## src/rtl/isr_pkg.sv

```systemverilog
/*
 * Shared types and constants of the idle state resolver.
 * Assumes one 40 MHz clock for cores, platform agent and register bus.
 */
package isr_pkg;

    // Core idle levels, ordered so that a larger code is a deeper state.
    typedef enum logic [3:0] {
        CORE_ACTIVE     = 4'h0,
        CORE_HALT       = 4'h1,
        CORE_HALT_LV    = 4'h2,
        CORE_OFF        = 4'h3,
        CORE_OFF_MODULE = 4'h4,
        CORE_SHRINK_7   = 4'h5,
        CORE_SHRINK_8   = 4'h6,
        CORE_SHRINK_9   = 4'h7,
        CORE_DEEPEST    = 4'h8
    } isr_core_t;

    // Package states; the code is the package depth, transit is extra.
    typedef enum logic [3:0] {
        PKG_ACTIVE  = 4'h0,
        PKG_TRANSIT = 4'h1,
        PKG_INTER   = 4'h2,
        PKG_SELF_RF = 4'h3,
        PKG_6       = 4'h6,
        PKG_7       = 4'h7,
        PKG_8       = 4'h8,
        PKG_9       = 4'h9,
        PKG_10      = 4'ha
    } isr_pstate_t;

    localparam int ISR_AW     = 8;
    localparam int ISR_IO_W   = 16;
    localparam int ISR_IDX_W  = 3;
    localparam int ISR_MAXC   = 8;

    // Register byte offsets.
    localparam logic [ISR_AW-1:0] REG_CTRL   = 8'h00;
    localparam logic [ISR_AW-1:0] REG_IOCAP  = 8'h04;
    localparam logic [ISR_AW-1:0] REG_THR    = 8'h08;
    localparam logic [ISR_AW-1:0] REG_STATUS = 8'h0c;
    localparam logic [ISR_AW-1:0] REG_CORES  = 8'h10;

    // Field positions.
    localparam int CTRL_REDIR  = 0;
    localparam int CTRL_DEMOTE = 1;
    localparam int CTRL_LOWV   = 2;
    localparam int IOCAP_RANGE = 16;
    localparam int ST_MODOFF   = 4;
    localparam int ST_MEMSR    = 5;

    localparam logic [1:0] RESP_OKAY   = 2'h0;
    localparam logic [1:0] RESP_SLVERR = 2'h2;

    typedef struct packed {
        logic        valid;
        isr_core_t   level;
        logic [3:0]  hint;
        logic        brk_irq;
        logic        monitor;
    } isr_core_req_t;

    typedef struct packed {
        logic                 valid;
        logic [ISR_IO_W-1:0]  addr;
        logic [ISR_IDX_W-1:0] core;
    } isr_io_rd_t;

    typedef struct packed {
        logic                 valid;
        logic [ISR_IDX_W-1:0] target;
    } isr_irq_t;

    typedef struct packed {
        logic        permit;
        logic [3:0]  ltr_depth;
        logic        gfx_off;
        logic        mem_busy;
        logic        keep_high;
        logic        timer_near;
    } isr_plat_t;

    typedef struct packed {
        logic              awvalid;
        logic [ISR_AW-1:0] awaddr;
        logic              wvalid;
        logic [31:0]       wdata;
        logic [3:0]        wstrb;
        logic              bready;
        logic              arvalid;
        logic [ISR_AW-1:0] araddr;
        logic              rready;
    } isr_axi_req_t;

    typedef struct packed {
        logic        awready;
        logic        wready;
        logic        bvalid;
        logic [1:0]  bresp;
        logic        arready;
        logic        rvalid;
        logic [31:0] rdata;
        logic [1:0]  rresp;
    } isr_axi_rsp_t;

endpackage

```

## src/rtl/isr_resolver.sv

```systemverilog
/*
 * Idle state resolver: core, module and package idle state control,
 * legacy read redirection, core auto-demotion and an AXI4-Lite slave.
 * Assumes cores and the platform agent run on clk_i, so no inputs
 * need synchronising, and that the platform holds its levels stable.
 */
// Decided for this implementation: register access over AXI4-Lite and the placing of the registers.
`timescale 1ns/1ps

// Notes on behaviour
// [RULE1] Idle core wakes on interrupt, monitored-address hit, or timed-wait deadline.
// [RULE2] A core only takes an idle request while active.
// [RULE3] An interrupt may target and wake any core.
// [RULE4] Reset returns every core to active, dropping held idle states.
// [RULE5] With redirection on, legacy reads become monitor-wait requests, no I/O cycle.
// [RULE6] Only reads within the programmed range redirect; others pass through.
// [RULE7] Redirected requests carry a zero sub-state hint.
// [RULE8] Redirected requests break on interrupt even when interrupts are masked.
// [RULE9] Halt gates the core clock; halt low voltage also drops voltage point.
// [RULE10] Power off stops clocks, removes voltage; module variant permits module off.
// [RULE11] Shrink states reduce last-level cache; deepest flushes it, enables standby. The code flushes from PKG_8 up.
// [RULE12] Auto-demotion turns power-off requests into halt until residency suffices.
// [RULE13] Auto-demotion is off after reset.
// [RULE14] Module active with any core active; off only when all cores off.
// [RULE15] Package request is the shallowest core state plus module state.
// [RULE16] Without platform permission the package stays shallower than cores.
// [RULE17] Package moves between idle states without visiting active.
// [RULE18] Core break wakes target; unmasked wakes package, masked keeps it.
// [RULE19] Memory break returns package to previous state unless platform holds higher.
// [RULE20] Entry and exit of package states three and deeper pass transit.
// [RULE21] Intermediate package state is entered by hardware, never by software.
// [RULE22] Self refresh needs cores off, graphics off and latency tolerance.
// [RULE23] Platform permission and latency tolerance are stable before each decision.
module isr_resolver
    import isr_pkg::*;
#(
    parameter int N_CORES = 4,
    parameter int RES_W   = 16
) (
    input  wire logic                          clk_i,
    input  wire logic                          reset_n_i,
    input  isr_pkg::isr_core_req_t [N_CORES-1:0] core_req_i,
    input  wire logic [N_CORES-1:0]            ie_flag_i,
    input  wire logic [N_CORES-1:0]            monitor_hit_i,
    input  wire logic [N_CORES-1:0]            deadline_i,
    input  isr_pkg::isr_irq_t                  irq_i,
    input  isr_pkg::isr_io_rd_t                io_rd_i,
    input  isr_pkg::isr_plat_t                 plat_i,
    input  isr_pkg::isr_axi_req_t              axi_i,
    output isr_pkg::isr_axi_rsp_t              axi_o,
    output isr_pkg::isr_core_t [N_CORES-1:0]   core_state_o,
    output logic [N_CORES-1:0]                 core_wake_o,
    output logic [N_CORES-1:0]                 core_clk_gate_o,
    output logic [N_CORES-1:0]                 core_low_v_o,
    output logic [N_CORES-1:0]                 core_pwr_off_o,
    output logic                               module_off_o,
    output isr_pkg::isr_pstate_t               pkg_state_o,
    output logic                               mem_self_refresh_o,
    output logic                               llc_shrink_o,
    output logic                               llc_flush_o,
    output logic                               standby_en_o,
    output logic                               io_pass_o,
    output logic [isr_pkg::ISR_IO_W-1:0]       io_pass_addr_o
);
    import isr_pkg::*;

    // Refuse sizes that the index, threshold and cores registers cannot carry.
    if (N_CORES < 1 || N_CORES > ISR_MAXC || RES_W < 1 || RES_W > 32) begin : g_bad
        $error("N_CORES must be 1 to 8, RES_W 1 to 32");
    end

    typedef struct packed {
        isr_core_t [N_CORES-1:0]            core;
        logic [N_CORES-1:0][3:0]            hint;
        logic [N_CORES-1:0]                 brk;
        logic [N_CORES-1:0]                 mon;
        logic [N_CORES-1:0]                 earned;
        logic [N_CORES-1:0][RES_W-1:0]      res;
        logic [N_CORES-1:0]                 wake;
        logic [N_CORES-1:0]                 gate;
        logic [N_CORES-1:0]                 lowv;
        logic [N_CORES-1:0]                 poff;
        isr_pstate_t                        pkg;
        logic                               mod_off;
        logic                               mem_sr;
        logic                               shrink;
        logic                               flush;
        logic                               standby;
        logic                               io_pass;
        logic [ISR_IO_W-1:0]                io_addr;
        logic                               redir;
        logic                               demote_en;
        logic                               demote_lv;
        logic [ISR_IO_W-1:0]                io_base;
        logic [7:0]                         io_range;
        logic [RES_W-1:0]                   thr;
        logic                               aw_got;
        logic                               w_got;
        logic [ISR_AW-1:0]                  awaddr;
        logic [31:0]                        wdata;
        logic [3:0]                         wstrb;
        isr_axi_rsp_t                       rsp;
    } isr_state_t;

    isr_state_t st_reg;
    isr_state_t st_next;

    // Byte-lane merge of a write into a stored word.
    function automatic logic [31:0] isr_merge(input logic [31:0] old_v,
                                             input logic [31:0] new_v,
                                             input logic [3:0]  strb);
        logic [31:0] r;
        r = old_v;
        for (int b = 0; b < 4; b++) begin
            if (strb[b]) begin
                r[8*b +: 8] = new_v[8*b +: 8];
            end
        end
        return r;
    endfunction

    // Package depth that a given shallowest core level asks for.
    function automatic isr_pstate_t isr_map(input isr_core_t lvl);
        isr_pstate_t p;
        unique case (lvl)
            CORE_SHRINK_7: p = PKG_7;
            CORE_SHRINK_8: p = PKG_8;
            CORE_SHRINK_9: p = PKG_9;
            CORE_DEEPEST:  p = PKG_10;
            default:       p = PKG_6;
        endcase
        return p;
    endfunction

    // Next-state logic for cores, module, package and the register bus.
    always_comb begin
        isr_core_t     min_lvl;
        isr_core_t     lvl;
        isr_pstate_t   cand;
        isr_pstate_t   tgt;
        logic          all_mod;
        logic          any_req;
        logic          in_rng;
        logic          wake_c;
        logic          irq_hit;
        logic [ISR_IO_W-1:0] off;
        logic [31:0]   cur;
        logic [31:0]   rd;
        logic [1:0]    rr;
        min_lvl = CORE_DEEPEST;
        lvl     = CORE_ACTIVE;
        cand    = PKG_ACTIVE;
        tgt     = PKG_ACTIVE;
        all_mod = 1'b1;
        any_req = 1'b0;
        wake_c  = 1'b0;
        irq_hit = 1'b0;
        cur     = 32'h0000_0000;
        rd      = 32'h0000_0000;
        rr      = RESP_OKAY;
        st_next = st_reg;
        st_next.wake    = '0;
        st_next.io_pass = 1'b0;

        // Legacy read decode; reads outside the window fall through.
        off    = io_rd_i.addr - st_reg.io_base;
        in_rng = st_reg.redir && io_rd_i.addr >= st_reg.io_base
                 && off < ISR_IO_W'(st_reg.io_range);                  // [RULE6]
        if (io_rd_i.valid && !in_rng) begin
            st_next.io_pass = 1'b1; // [RULE6]
            st_next.io_addr = io_rd_i.addr;
        end

        for (int i = 0; i < N_CORES; i++) begin
            irq_hit = irq_i.valid && irq_i.target == ISR_IDX_W'(i);      // [RULE3]
            if (st_reg.core[i] != CORE_ACTIVE) begin
                wake_c = (irq_hit && (ie_flag_i[i] || st_reg.brk[i]))
                         || (st_reg.mon[i] && monitor_hit_i[i])
                         || deadline_i[i]; // [RULE1]
                st_next.wake[i] = irq_hit; // [RULE18]
                if (wake_c) begin
                    st_next.core[i]   = CORE_ACTIVE; // [RULE1]
                    st_next.earned[i] = st_reg.res[i] >= st_reg.thr;     // [RULE12]
                    st_next.res[i]    = '0;
                end else if (st_reg.res[i] != '1) begin
                    st_next.res[i] = st_reg.res[i] + 1'b1;
                end
            end else begin
                // Only an active core takes a new request.
                any_req = 1'b0; // [RULE2]
                if (io_rd_i.valid && in_rng && io_rd_i.core == ISR_IDX_W'(i)) begin
                    any_req = 1'b1; // [RULE5]
                    lvl = (off >= ISR_IO_W'(CORE_DEEPEST)) ? CORE_DEEPEST
                          : isr_core_t'(off[3:0] + 4'h1);
                    st_next.hint[i] = 4'h0; // [RULE7]
                    st_next.brk[i]  = 1'b1; // [RULE8]
                    st_next.mon[i]  = 1'b1;
                end else if (core_req_i[i].valid && core_req_i[i].level != CORE_ACTIVE) begin
                    any_req = 1'b1;
                    lvl = core_req_i[i].level;
                    st_next.hint[i] = core_req_i[i].hint;
                    st_next.brk[i]  = core_req_i[i].brk_irq;
                    st_next.mon[i]  = core_req_i[i].monitor;
                end
                if (any_req) begin
                    if (st_reg.demote_en && lvl >= CORE_OFF && !st_reg.earned[i]) begin
                        lvl = st_reg.demote_lv ? CORE_HALT_LV : CORE_HALT; // [RULE12]
                    end
                    st_next.core[i] = lvl;
                end
            end
            st_next.gate[i] = st_next.core[i] != CORE_ACTIVE; // [RULE9]
            st_next.lowv[i] = st_next.core[i] == CORE_HALT_LV; // [RULE9]
            st_next.poff[i] = st_next.core[i] >= CORE_OFF; // [RULE10]
            if (st_next.core[i] < min_lvl) begin
                min_lvl = st_next.core[i]; // [RULE15]
            end
            if (st_next.core[i] < CORE_OFF_MODULE) begin
                all_mod = 1'b0; // [RULE10]
            end
        end
        st_next.mod_off = all_mod; // [RULE14]

        // Package target from shallowest core, module, and platform limits.
        if (min_lvl < CORE_OFF) begin
            cand = PKG_ACTIVE; // [RULE15]
        end else if (!all_mod || !plat_i.permit || !plat_i.gfx_off) begin
            cand = PKG_INTER; // [RULE16]
        end else if (plat_i.mem_busy || plat_i.keep_high || plat_i.timer_near) begin
            cand = PKG_INTER; // [RULE19]
        end else begin
            cand = isr_map(min_lvl); // [RULE15]
            if (plat_i.ltr_depth < 4'(cand)) begin
                if (plat_i.ltr_depth >= 4'(PKG_6)) begin
                    cand = isr_pstate_t'(plat_i.ltr_depth); // [RULE23]
                end else if (plat_i.ltr_depth >= 4'(PKG_SELF_RF)) begin
                    cand = PKG_SELF_RF; // [RULE22]
                end else begin
                    cand = PKG_INTER; // [RULE21]
                end
            end
        end
        tgt = cand;

        // Package state walk: hardware alone chooses the intermediate state.
        unique case (st_reg.pkg)
            PKG_ACTIVE: begin
                if (tgt != PKG_ACTIVE) begin
                    st_next.pkg = PKG_INTER; // [RULE21]
                end
            end
            PKG_INTER: begin
                if (tgt == PKG_ACTIVE) begin
                    st_next.pkg = PKG_ACTIVE; // [RULE18]
                end else if (tgt != PKG_INTER) begin
                    st_next.pkg = PKG_TRANSIT; // [RULE20]
                end
            end
            PKG_TRANSIT: begin
                st_next.pkg = (tgt <= PKG_INTER) ? PKG_INTER : tgt; // [RULE17]
            end
            PKG_SELF_RF, PKG_6, PKG_7, PKG_8, PKG_9, PKG_10: begin
                if (tgt != st_reg.pkg) begin
                    st_next.pkg = PKG_TRANSIT; // [RULE20]
                end
            end
            default: begin
                st_next.pkg = PKG_ACTIVE;
            end
        endcase
        st_next.mem_sr  = st_next.pkg >= PKG_SELF_RF; // [RULE22]
        st_next.shrink  = st_next.pkg >= PKG_7; // [RULE11]
        st_next.flush   = st_next.pkg >= PKG_8; // [RULE11]
        st_next.standby = st_next.pkg == PKG_10; // [RULE11]

        // Register bus write path: address and data may come in any order.
        if (axi_i.awvalid && st_reg.rsp.awready) begin
            st_next.aw_got = 1'b1;
            st_next.awaddr = axi_i.awaddr;
        end
        if (axi_i.wvalid && st_reg.rsp.wready) begin
            st_next.w_got = 1'b1;
            st_next.wdata = axi_i.wdata;
            st_next.wstrb = axi_i.wstrb;
        end
        if (st_reg.aw_got && st_reg.w_got && !st_reg.rsp.bvalid) begin
            st_next.aw_got     = 1'b0;
            st_next.w_got      = 1'b0;
            st_next.rsp.bvalid = 1'b1;
            st_next.rsp.bresp  = RESP_OKAY;
            unique case ({st_reg.awaddr[ISR_AW-1:2], 2'b00})
                REG_CTRL: begin
                    cur = isr_merge({29'h0, st_reg.demote_lv, st_reg.demote_en,
                                     st_reg.redir}, st_reg.wdata, st_reg.wstrb);
                    st_next.redir     = cur[CTRL_REDIR];
                    st_next.demote_en = cur[CTRL_DEMOTE];
                    st_next.demote_lv = cur[CTRL_LOWV];
                end
                REG_IOCAP: begin
                    cur = isr_merge({8'h00, st_reg.io_range, st_reg.io_base},
                                    st_reg.wdata, st_reg.wstrb);
                    st_next.io_base  = cur[ISR_IO_W-1:0];
                    st_next.io_range = cur[IOCAP_RANGE +: 8];
                end
                REG_THR: begin
                    cur = isr_merge(32'(st_reg.thr), st_reg.wdata, st_reg.wstrb);
                    st_next.thr = cur[RES_W-1:0];
                end
                REG_STATUS, REG_CORES: begin
                    st_next.rsp.bresp = RESP_OKAY;
                end
                default: begin
                    st_next.rsp.bresp = RESP_SLVERR;
                end
            endcase
        end
        if (st_reg.rsp.bvalid && axi_i.bready) begin
            st_next.rsp.bvalid = 1'b0;
        end

        // Register bus read path: data is captured at the address handshake.
        unique case ({axi_i.araddr[ISR_AW-1:2], 2'b00})
            REG_CTRL:   rd = {29'h0, st_reg.demote_lv, st_reg.demote_en, st_reg.redir};
            REG_IOCAP:  rd = {8'h00, st_reg.io_range, st_reg.io_base};
            REG_THR:    rd = 32'(st_reg.thr);
            REG_STATUS: rd = {26'h0, st_reg.mem_sr, st_reg.mod_off, 4'(st_reg.pkg)};
            REG_CORES:  rd = 32'(st_reg.core);
            default:    rr = RESP_SLVERR;
        endcase
        if (axi_i.arvalid && st_reg.rsp.arready) begin
            st_next.rsp.rvalid = 1'b1;
            st_next.rsp.rdata  = rd;
            st_next.rsp.rresp  = rr;
        end
        if (st_reg.rsp.rvalid && axi_i.rready) begin
            st_next.rsp.rvalid = 1'b0;
        end
        st_next.rsp.awready = !st_next.aw_got && !st_next.rsp.bvalid;
        st_next.rsp.wready  = !st_next.w_got && !st_next.rsp.bvalid;
        st_next.rsp.arready = !st_next.rsp.rvalid;
    end

    // State register; reset clears every core to active and demotion off.
    always_ff @(posedge clk_i or negedge reset_n_i) begin
        if (!reset_n_i) begin
            st_reg <= '0;                                                // [RULE4] [RULE13]
        end else begin
            st_reg <= st_next;
        end
    end

    // Outputs straight from the state register.
    assign axi_o              = st_reg.rsp;
    assign core_state_o       = st_reg.core;
    assign core_wake_o        = st_reg.wake;
    assign core_clk_gate_o    = st_reg.gate;
    assign core_low_v_o       = st_reg.lowv;
    assign core_pwr_off_o     = st_reg.poff;
    assign module_off_o       = st_reg.mod_off;
    assign pkg_state_o        = st_reg.pkg;
    assign mem_self_refresh_o = st_reg.mem_sr;
    assign llc_shrink_o       = st_reg.shrink;
    assign llc_flush_o        = st_reg.flush;
    assign standby_en_o       = st_reg.standby;
    assign io_pass_o          = st_reg.io_pass;
    assign io_pass_addr_o     = st_reg.io_addr;

endmodule

```

## config.mk

```make
export PLATFORM = sky130hd
export DESIGN_NAME = isr_resolver
export DESIGN_NICKNAME = d
export VERILOG_FILES = /design/src/rtl/isr_pkg.sv /design/src/rtl/isr_resolver.sv
export SDC_FILE = /design/constraint.sdc
export NUM_CORES = 1
export LEC_CHECK = 0
export BUFFER_PORTS_ARGS = -buffer_cell sky130_fd_sc_hd__buf_4
export CELL_PAD_IN_SITES_DETAIL_PLACEMENT = 0
export CELL_PAD_IN_SITES_GLOBAL_PLACEMENT = 1
export CORE_MARGIN = 2
export CORE_UTILIZATION = 48
export DETAILED_ROUTE_END_ITERATION = 12
export PLACE_DENSITY_LB_ADDON = 0.1
export SLEW_MARGIN = 30
export SYNTH_ARGS = -nofsm -noshare
export SYNTH_HDL_FRONTEND = slang
export SYNTH_SLANG_ARGS = --single-unit
```

## constraint.sdc

```tcl
create_clock -name clk_i -period 15.34 [get_ports clk_i]
set_input_delay 0.767 -clock clk_i [delete_from_list [all_inputs] [get_ports clk_i]]
set_output_delay 0.767 -clock clk_i [all_outputs]
set_load 0.02 [all_outputs]
```

==> results of run 1 <==
[power groups by stage]
stage                     clock (mW)  sequential (mW)  combinational, mW
final                          0.764            0.962               1.64
after global routing           0.808            0.977               1.84
after CTS                      0.780            0.958               1.64
after detailed placement           0            0.970               1.63
after global placement             0            0.966               1.60
after floorplan                    0            0.883               1.27
[per-stage QoR]
step / total power [mW] / worst slack [ns] / hold slack [ns] / cells
floorplan: 2.15 / 4.63 / 0.427 / 1653
global placement: 2.57 / 2.99 / 0.444 / 2191
detailed placement: 2.60 / 2.84 / 0.467 / 2191
CTS: 3.38 / 3.28 / 0.281 / 2242
global route: 3.62 / 2.25 / 0.323 / 2242
finish: 3.37 / 3.27 / 0.257 / 2242
[layout by cell type (no fill, tap or decap), drive strengths merged, types with 12 or more instances in the layout]
master	count
dfrtp	242
buf	226
nand2	136
nor2	134
ha	107
o21ai	94
mux2	93
a21oi	83
inv	82
xor2	44
nand3	38
nand2b	36
clkbuf	35
nand4	32
nor3	32
nor2b	27
a21o	26
or3	21
a31oi	18
nor4	18
mux2i	17
and3	16
a211oi	14
xnor2	13
and2	12
[area by class of cell]
cell class	count	area, um2
fill	3012	14200
multi-input combinational	1201	8660
sequential	242	6060
timing repair buffer	226	1710
clock buffer	35	778
tap	442	553
inverter	80	300
clock inverter	16	279
[logic make-up after synthesis]
| family | count (synthesis) | share of synthesized area (%) |
|---|---|---|
| fa+ha+maj | 108 | 8.58 |
| simple gates | 540 | 17.5 |
| mux | 110 | 7.78 |
| xor+xnor | 57 | 3.15 |
| buf+inv | 210 | 7.44 |
| compound gates | 376 | 17.3 |
| flops | 242 | 38.2 |
| other cells | 1 | 0.0237 |
[critical path: cells and delay by family, from the launching register on]
family / cells / cell delay (ns)
buf+inv: 2 / 0.20
simple gates: 11 / 2.75
flops: 1 / 0.43
compound gates: 22 / 5.48
xor+xnor: 1 / 0.23
fa+ha+maj: 7 / 2.05
mux: 3 / 0.81
[metal layers]
metal | GRT usage (%) | routed length [um] | up-vias | part of all wire, %
met5 | 0 | 0 | - | 0
met4 | 7.94 | 1320 | 0 | 2.9
met3 | 3.48 | 2660 | 64 | 6.0
met2 | 41.7 | 20200 | 375 | 45
met1 | 36.1 | 20500 | 6233 | 46
li1 | - | - | 6159 | -
[worst max path at each step]
stage               slack (ns)        start  cells past startpoint                 end
global route              2.25  st_reg[111]                     46  mem_self_refresh_o
CTS                       3.28  st_reg[111]                     46        standby_en_o
floorplan                 4.63   io_rd_i[3]                     47  mem_self_refresh_o
finish                    3.27  st_reg[111]                     46        standby_en_o
global placement          2.99   io_rd_i[3]                     48        standby_en_o
detailed placement        2.84   io_rd_i[3]                     48        standby_en_o
==> flow_summary_export.csv, run 1 <==
group,metric,value,unit
run_status,status,"complete, no violations",
logic_synthesis,synth-edff-count,0,
worst_setup_path,rrSetupSlack,3.27,ns
pwr,leakage,8.29,nW
worst_setup_path,cp_slowest_cell,"nor3_1",
grt,antenna_found_initial,2,
drt,avgRoutedWirePerCell,19.9,um
worst_setup_path,cp_max_fo,9,
layout,drive_gt1_share,23.7,%
drt,drt_first_pass_iters,7,
clock_tree,cts_setup_buffers,0,
layout,nets,2036,
clock_tree,insertion_delay,0.57,ns
layout,fin_area,18300,um2
logic_synthesis,synth_ff_type,"dfrtp_1",
logic_synthesis,syn_area_per_cell,9.63,um2
grt,grt_pass1_vias,12231,
placed_design,placed_area,17300,um2
placed_design,hpwl,33800,um
worst_setup_path,crit_path_end_kind,"flip-flop",
job,drv_cap,0,
grt,grt_use_total,25.8,%
pwr,power_density,184,nW/um2
floorplan,core_area,32500,um2
clock_tree,clkSinkCount,242,
sta,fmax,0.0829,GHz
floorplan,dieArea,34500,um2
grt,grt_overflow,0,
sta,worst_pin_slew,1.03,ns
clock_tree,htree_levels,1,
sta,fin_setup_tns,0,ns
sta,rsz0062_at_grt,"no",
logic_synthesis,seq_area_frac_synth,38.2,%
clock_tree,hold_buffers,0,
logic_synthesis,yosys-top-cells-count,"dfrtp_1, nand2_1, nor2_1",
pwr,switching_share,41.9,%
floorplan,dieWidth,186,um
worst_setup_path,required,15.82,ns
clock_tree,path_clk_slew,0.06,ns
sta,maxSlewViolCount,0,
drt,dr_total_vias,12831,
floorplan,initial_core_util,48.7,%
pwr,seqPwrFrac,28.6,%
drt,via_per_inst,5.72,
worst_setup_path,r2r_end,"standby_en_o",
worst_setup_path,critPathLaunchType,"flip-flop",
drt,first_iter_violations,967,
grt,grt_pass1_wl,69000,um
layout,area_growth,15.8,%
logic_synthesis,synth_largest_area_cell,"dfrtp_1",
clock_tree,clk_path_buf_depth,3,
logic_synthesis,yosysUniqueCellTypes,107,
clock_tree,cts-root-buf,"clkbuf_16",
worst_setup_path,worstPathArrival,12.55,ns
drt,routed_wl,44600,um
sta,fin_skew,0.0163,ns
drt,drc,0,
logic_synthesis,synthTopCellsByArea,"dfrtp_1, ha_1, mux2_2",
logic_synthesis,yosysWarningCount,0,
clock_tree,cts_buffers,29,
worst_setup_path,worstRegToRegCells,46,
worst_setup_path,path_class,"flip-flop to flip-flop",
logic_synthesis,syn_inst,1644,
clock_tree,postCtsResizedCells,0,
sta,final_hold_viol_count,0,
grt,grt_max_degree,102,
pwr,comb_power_share,48.8,%
floorplan,num_io_pins,247,
floorplan,core.rowCount,66,
layout,fin_util,56.3,%
pwr,internal_power,1.96,mW
pwr,clkPwrFrac,22.7,%
clock_tree,cts_tree,"built",
sta,fin_crit_sh,78.7,%
worst_setup_path,r2r-start,"st_reg[111]",
min_path,hold_class,"input port to asynchronous set/reset pin",
floorplan,die_y,186,um
sta,maxSlewHeadroom,31.1,%
drt,antenna_left,0,
sta,setup_viol,0,
worst_setup_path,cp_common_cell,"ha_1",
pwr,p_sw,1.41,mW
logic_synthesis,synthDominantCellAreaShare,38.2,%
layout,largest_register_ffs,154,
layout,num_antenna_cells,0,
sta,fin_crit,12.07,ns
logic_synthesis,synth_area,15800,um2
placed_design,gp_congestion,0.911,
logic_synthesis,synthArstFlopShare,100,%
worst_setup_path,max_stage_delay,0.62,ns
logic_synthesis,yosysMostFrequentCell,"dfrtp_1",
pwr,peakVddDrop,0.000107,V
logic_synthesis,ys_seq_elements,242,
placed_design,port_buffers,207,
No activity file was read; power rests on OpenSTA's default activity.
==> inputs of run 2 (changes only) <==
- CORE_UTILIZATION: 48 -> 45
- clock period: 15.34 -> 11.8 ns (I/O delays scaled with it)
==> flow_summary_export.csv, run 2 (synthesis results as in run 1) <==
group,metric,value,unit
pwr,p_sw,1.87,mW
sta,fin_skew,0.0138,ns
layout,area_growth,16.9,%
drt,routed_wl,45700,um
worst_setup_path,r2r_end,"standby_en_o",
clock_tree,path_clk_slew,0.06,ns
pwr,comb_power_share,49.3,%
drt,via_per_inst,5.67,
floorplan,num_io_pins,247,
layout,mostFrequentLayoutCell,"dfrtp_1",
pwr,power_density,241,nW/um2
worst_setup_path,crit_path_end_kind,"flip-flop",
sta,maxSlewHeadroom,37.6,%
drt,drt_first_pass_iters,7,
clock_tree,clk_path_buf_depth,3,
placed_design,placed_area,17300,um2
clock_tree,clkSinkCount,242,
run_status,violations,"hold timing",
sta,setup_viol,0,
pwr,internal_power,2.60,mW
job,drv_cap,0,
clock_tree,cts_tree,"built",
drt,drc,0,
sta,fin_crit,11.05,ns
placed_design,place_inst,2210,
worst_setup_path,rrSetupSlack,0.75,ns
worst_setup_path,critPathLaunchType,"flip-flop",
pwr,clkPwrFrac,22.7,%
grt,grt_max_degree,81,
pwr,leakage,8.35,nW
floorplan,die_y,192,um
layout,fin_area,18500,um2
sta,timing.hold.ws,-0.0411,ns
sta,fin_crit_sh,93.7,%
clock_tree,cts_buffers,29,
placed_design,gp_congestion,0.875,
floorplan,core_area,34600,um2
drt,avgRoutedWirePerCell,20.2,um
layout,largest_register_ffs,154,
sta,final_hold_viol_count,12,
floorplan,core.rowCount,68,
clock_tree,cts-root-buf,"clkbuf_16",
pwr,peakVddDrop,0.000125,V
drt,first_iter_violations,795,
placed_design,hpwl,34900,um
sta,worst_pin_slew,0.934,ns
worst_setup_path,max_stage_delay,0.44,ns
drt,antenna_left,0,
layout,final_cell_mix,"dfrtp_1, buf_4, nand2_1, nor2_1, ha_1",
worst_setup_path,path_class,"flip-flop to flip-flop",
pwr,seqPwrFrac,28.0,%
placed_design,port_buffers,207,
worst_setup_path,worstPathArrival,11.53,ns
run_status,status,"finished with violations",
grt,antenna_found_initial,2,
worst_setup_path,cp_max_fo,9,
grt,grt_pass1_wl,70200,um
floorplan,initial_core_util,45.7,%
layout,nets,2045,
worst_setup_path,worstRegToRegCells,47,
grt,grt_pass1_vias,12424,
min_path,hold_class,"input port to asynchronous set/reset pin",
clock_tree,hold_buffers,0,
clock_tree,insertion_delay,0.58,ns
worst_setup_path,r2r-start,"st_reg[117]",
grt,grt_use_total,24.6,%
grt,grt_overflow,0,
layout,fin_cells,2268,
pwr,power,4.47,mW
sta,fmax,0.0905,GHz
worst_setup_path,cp_common_cell,"ha_1",
worst_setup_path,required,12.28,ns
floorplan,dieWidth,192,um
drt,dr_total_vias,12855,
sta,maxSlewViolCount,0,
clock_tree,htree_levels,1,
layout,drive_gt1_share,24.8,%
floorplan,dieArea,36700,um2
worst_setup_path,cp_slowest_cell,"ha_1",
pwr,switching_share,41.9,%
run 2: changes by cell type in the layout (fill, tap and decap cells not counted), sizes merged:
cell | previous run | this run
clkinv | 5 | 8
buf | 226 | 235
diode | 0 | 1
run 2: worst max path at each step:
stage,slack (ns),depth (start not counted),endpoint,start
2_1_floorplan,1.26,47,mem_self_refresh_o,io_rd_i[3]
3_3_place_gp,0.22,48,standby_en_o,io_rd_i[3]
3_5_place_dp,0.07,48,standby_en_o,io_rd_i[3]
4_1_cts,0.38,46,standby_en_o,st_reg[111]
5_1_grt,-0.06,47,mem_self_refresh_o,st_reg[115]
6_report,0.75,47,standby_en_o,st_reg[117]
run 2: layout make-up:
class / instances / area [um2]
Fill cell: 3165 / 16100
Multi-Input combinational cell: 1201 / 8730
Sequential cell: 242 / 6060
Timing Repair Buffer: 235 / 1770
Clock buffer: 35 / 798
Tap cell: 455 / 569
Inverter: 80 / 300
Clock inverter: 19 / 287
Antenna cell: 1 / 2.50
run 2: metal layers:
layer | wire, um | global-route usage, % | vias up
met5 | 0 | 0 | -
li1 | - | - | 6168
met1 | 21000 | 34.4 | 6293
met4 | 1350 | 7.40 | 0
met3 | 2110 | 2.52 | 67
met2 | 21300 | 40.4 | 327
run 2: timing repair:
item	4_1_cts	5_1_grt
setup endpoints to repair	0	7
gates resized for setup	0	13
buffers inserted	0	3
run 2: power by group through the flow:
stage               Combinational (mW)  Clock (mW)  Sequential [mW]
CTS                               2.15        1.03             1.25
finish                            2.20        1.01             1.25
floorplan                         1.65           0             1.15
detailed placement                2.14           0             1.27
global route                      2.45        1.07             1.28
global placement                  2.10           0             1.26
run 2: metrics by stage:
| stage | setup TNS (ns) | worst slack, ns | util [%] |
|---|---|---|---|
| after floorplan | 0 | 1.26 | - |
| after detailed placement | 0 | 0.0703 | 50.0 |
| final | 0 | 0.747 | 53.5 |
| after CTS | 0 | 0.376 | 53.2 |
| after global routing | -0.105 | -0.0552 | 53.5 |
| after global placement | 0 | 0.221 | 50.0 |
run 2: critical path, delay by kind of cell (launching register included):
family / cells / cell delay [ns]
AOI/OAI and AO/OA: 20 / 4.55
and+or+nand+nor: 14 / 2.88
adders and majority gates: 6 / 1.78
muxes: 4 / 1.06
DFF: 1 / 0.38
buffers and inverters: 3 / 0.30
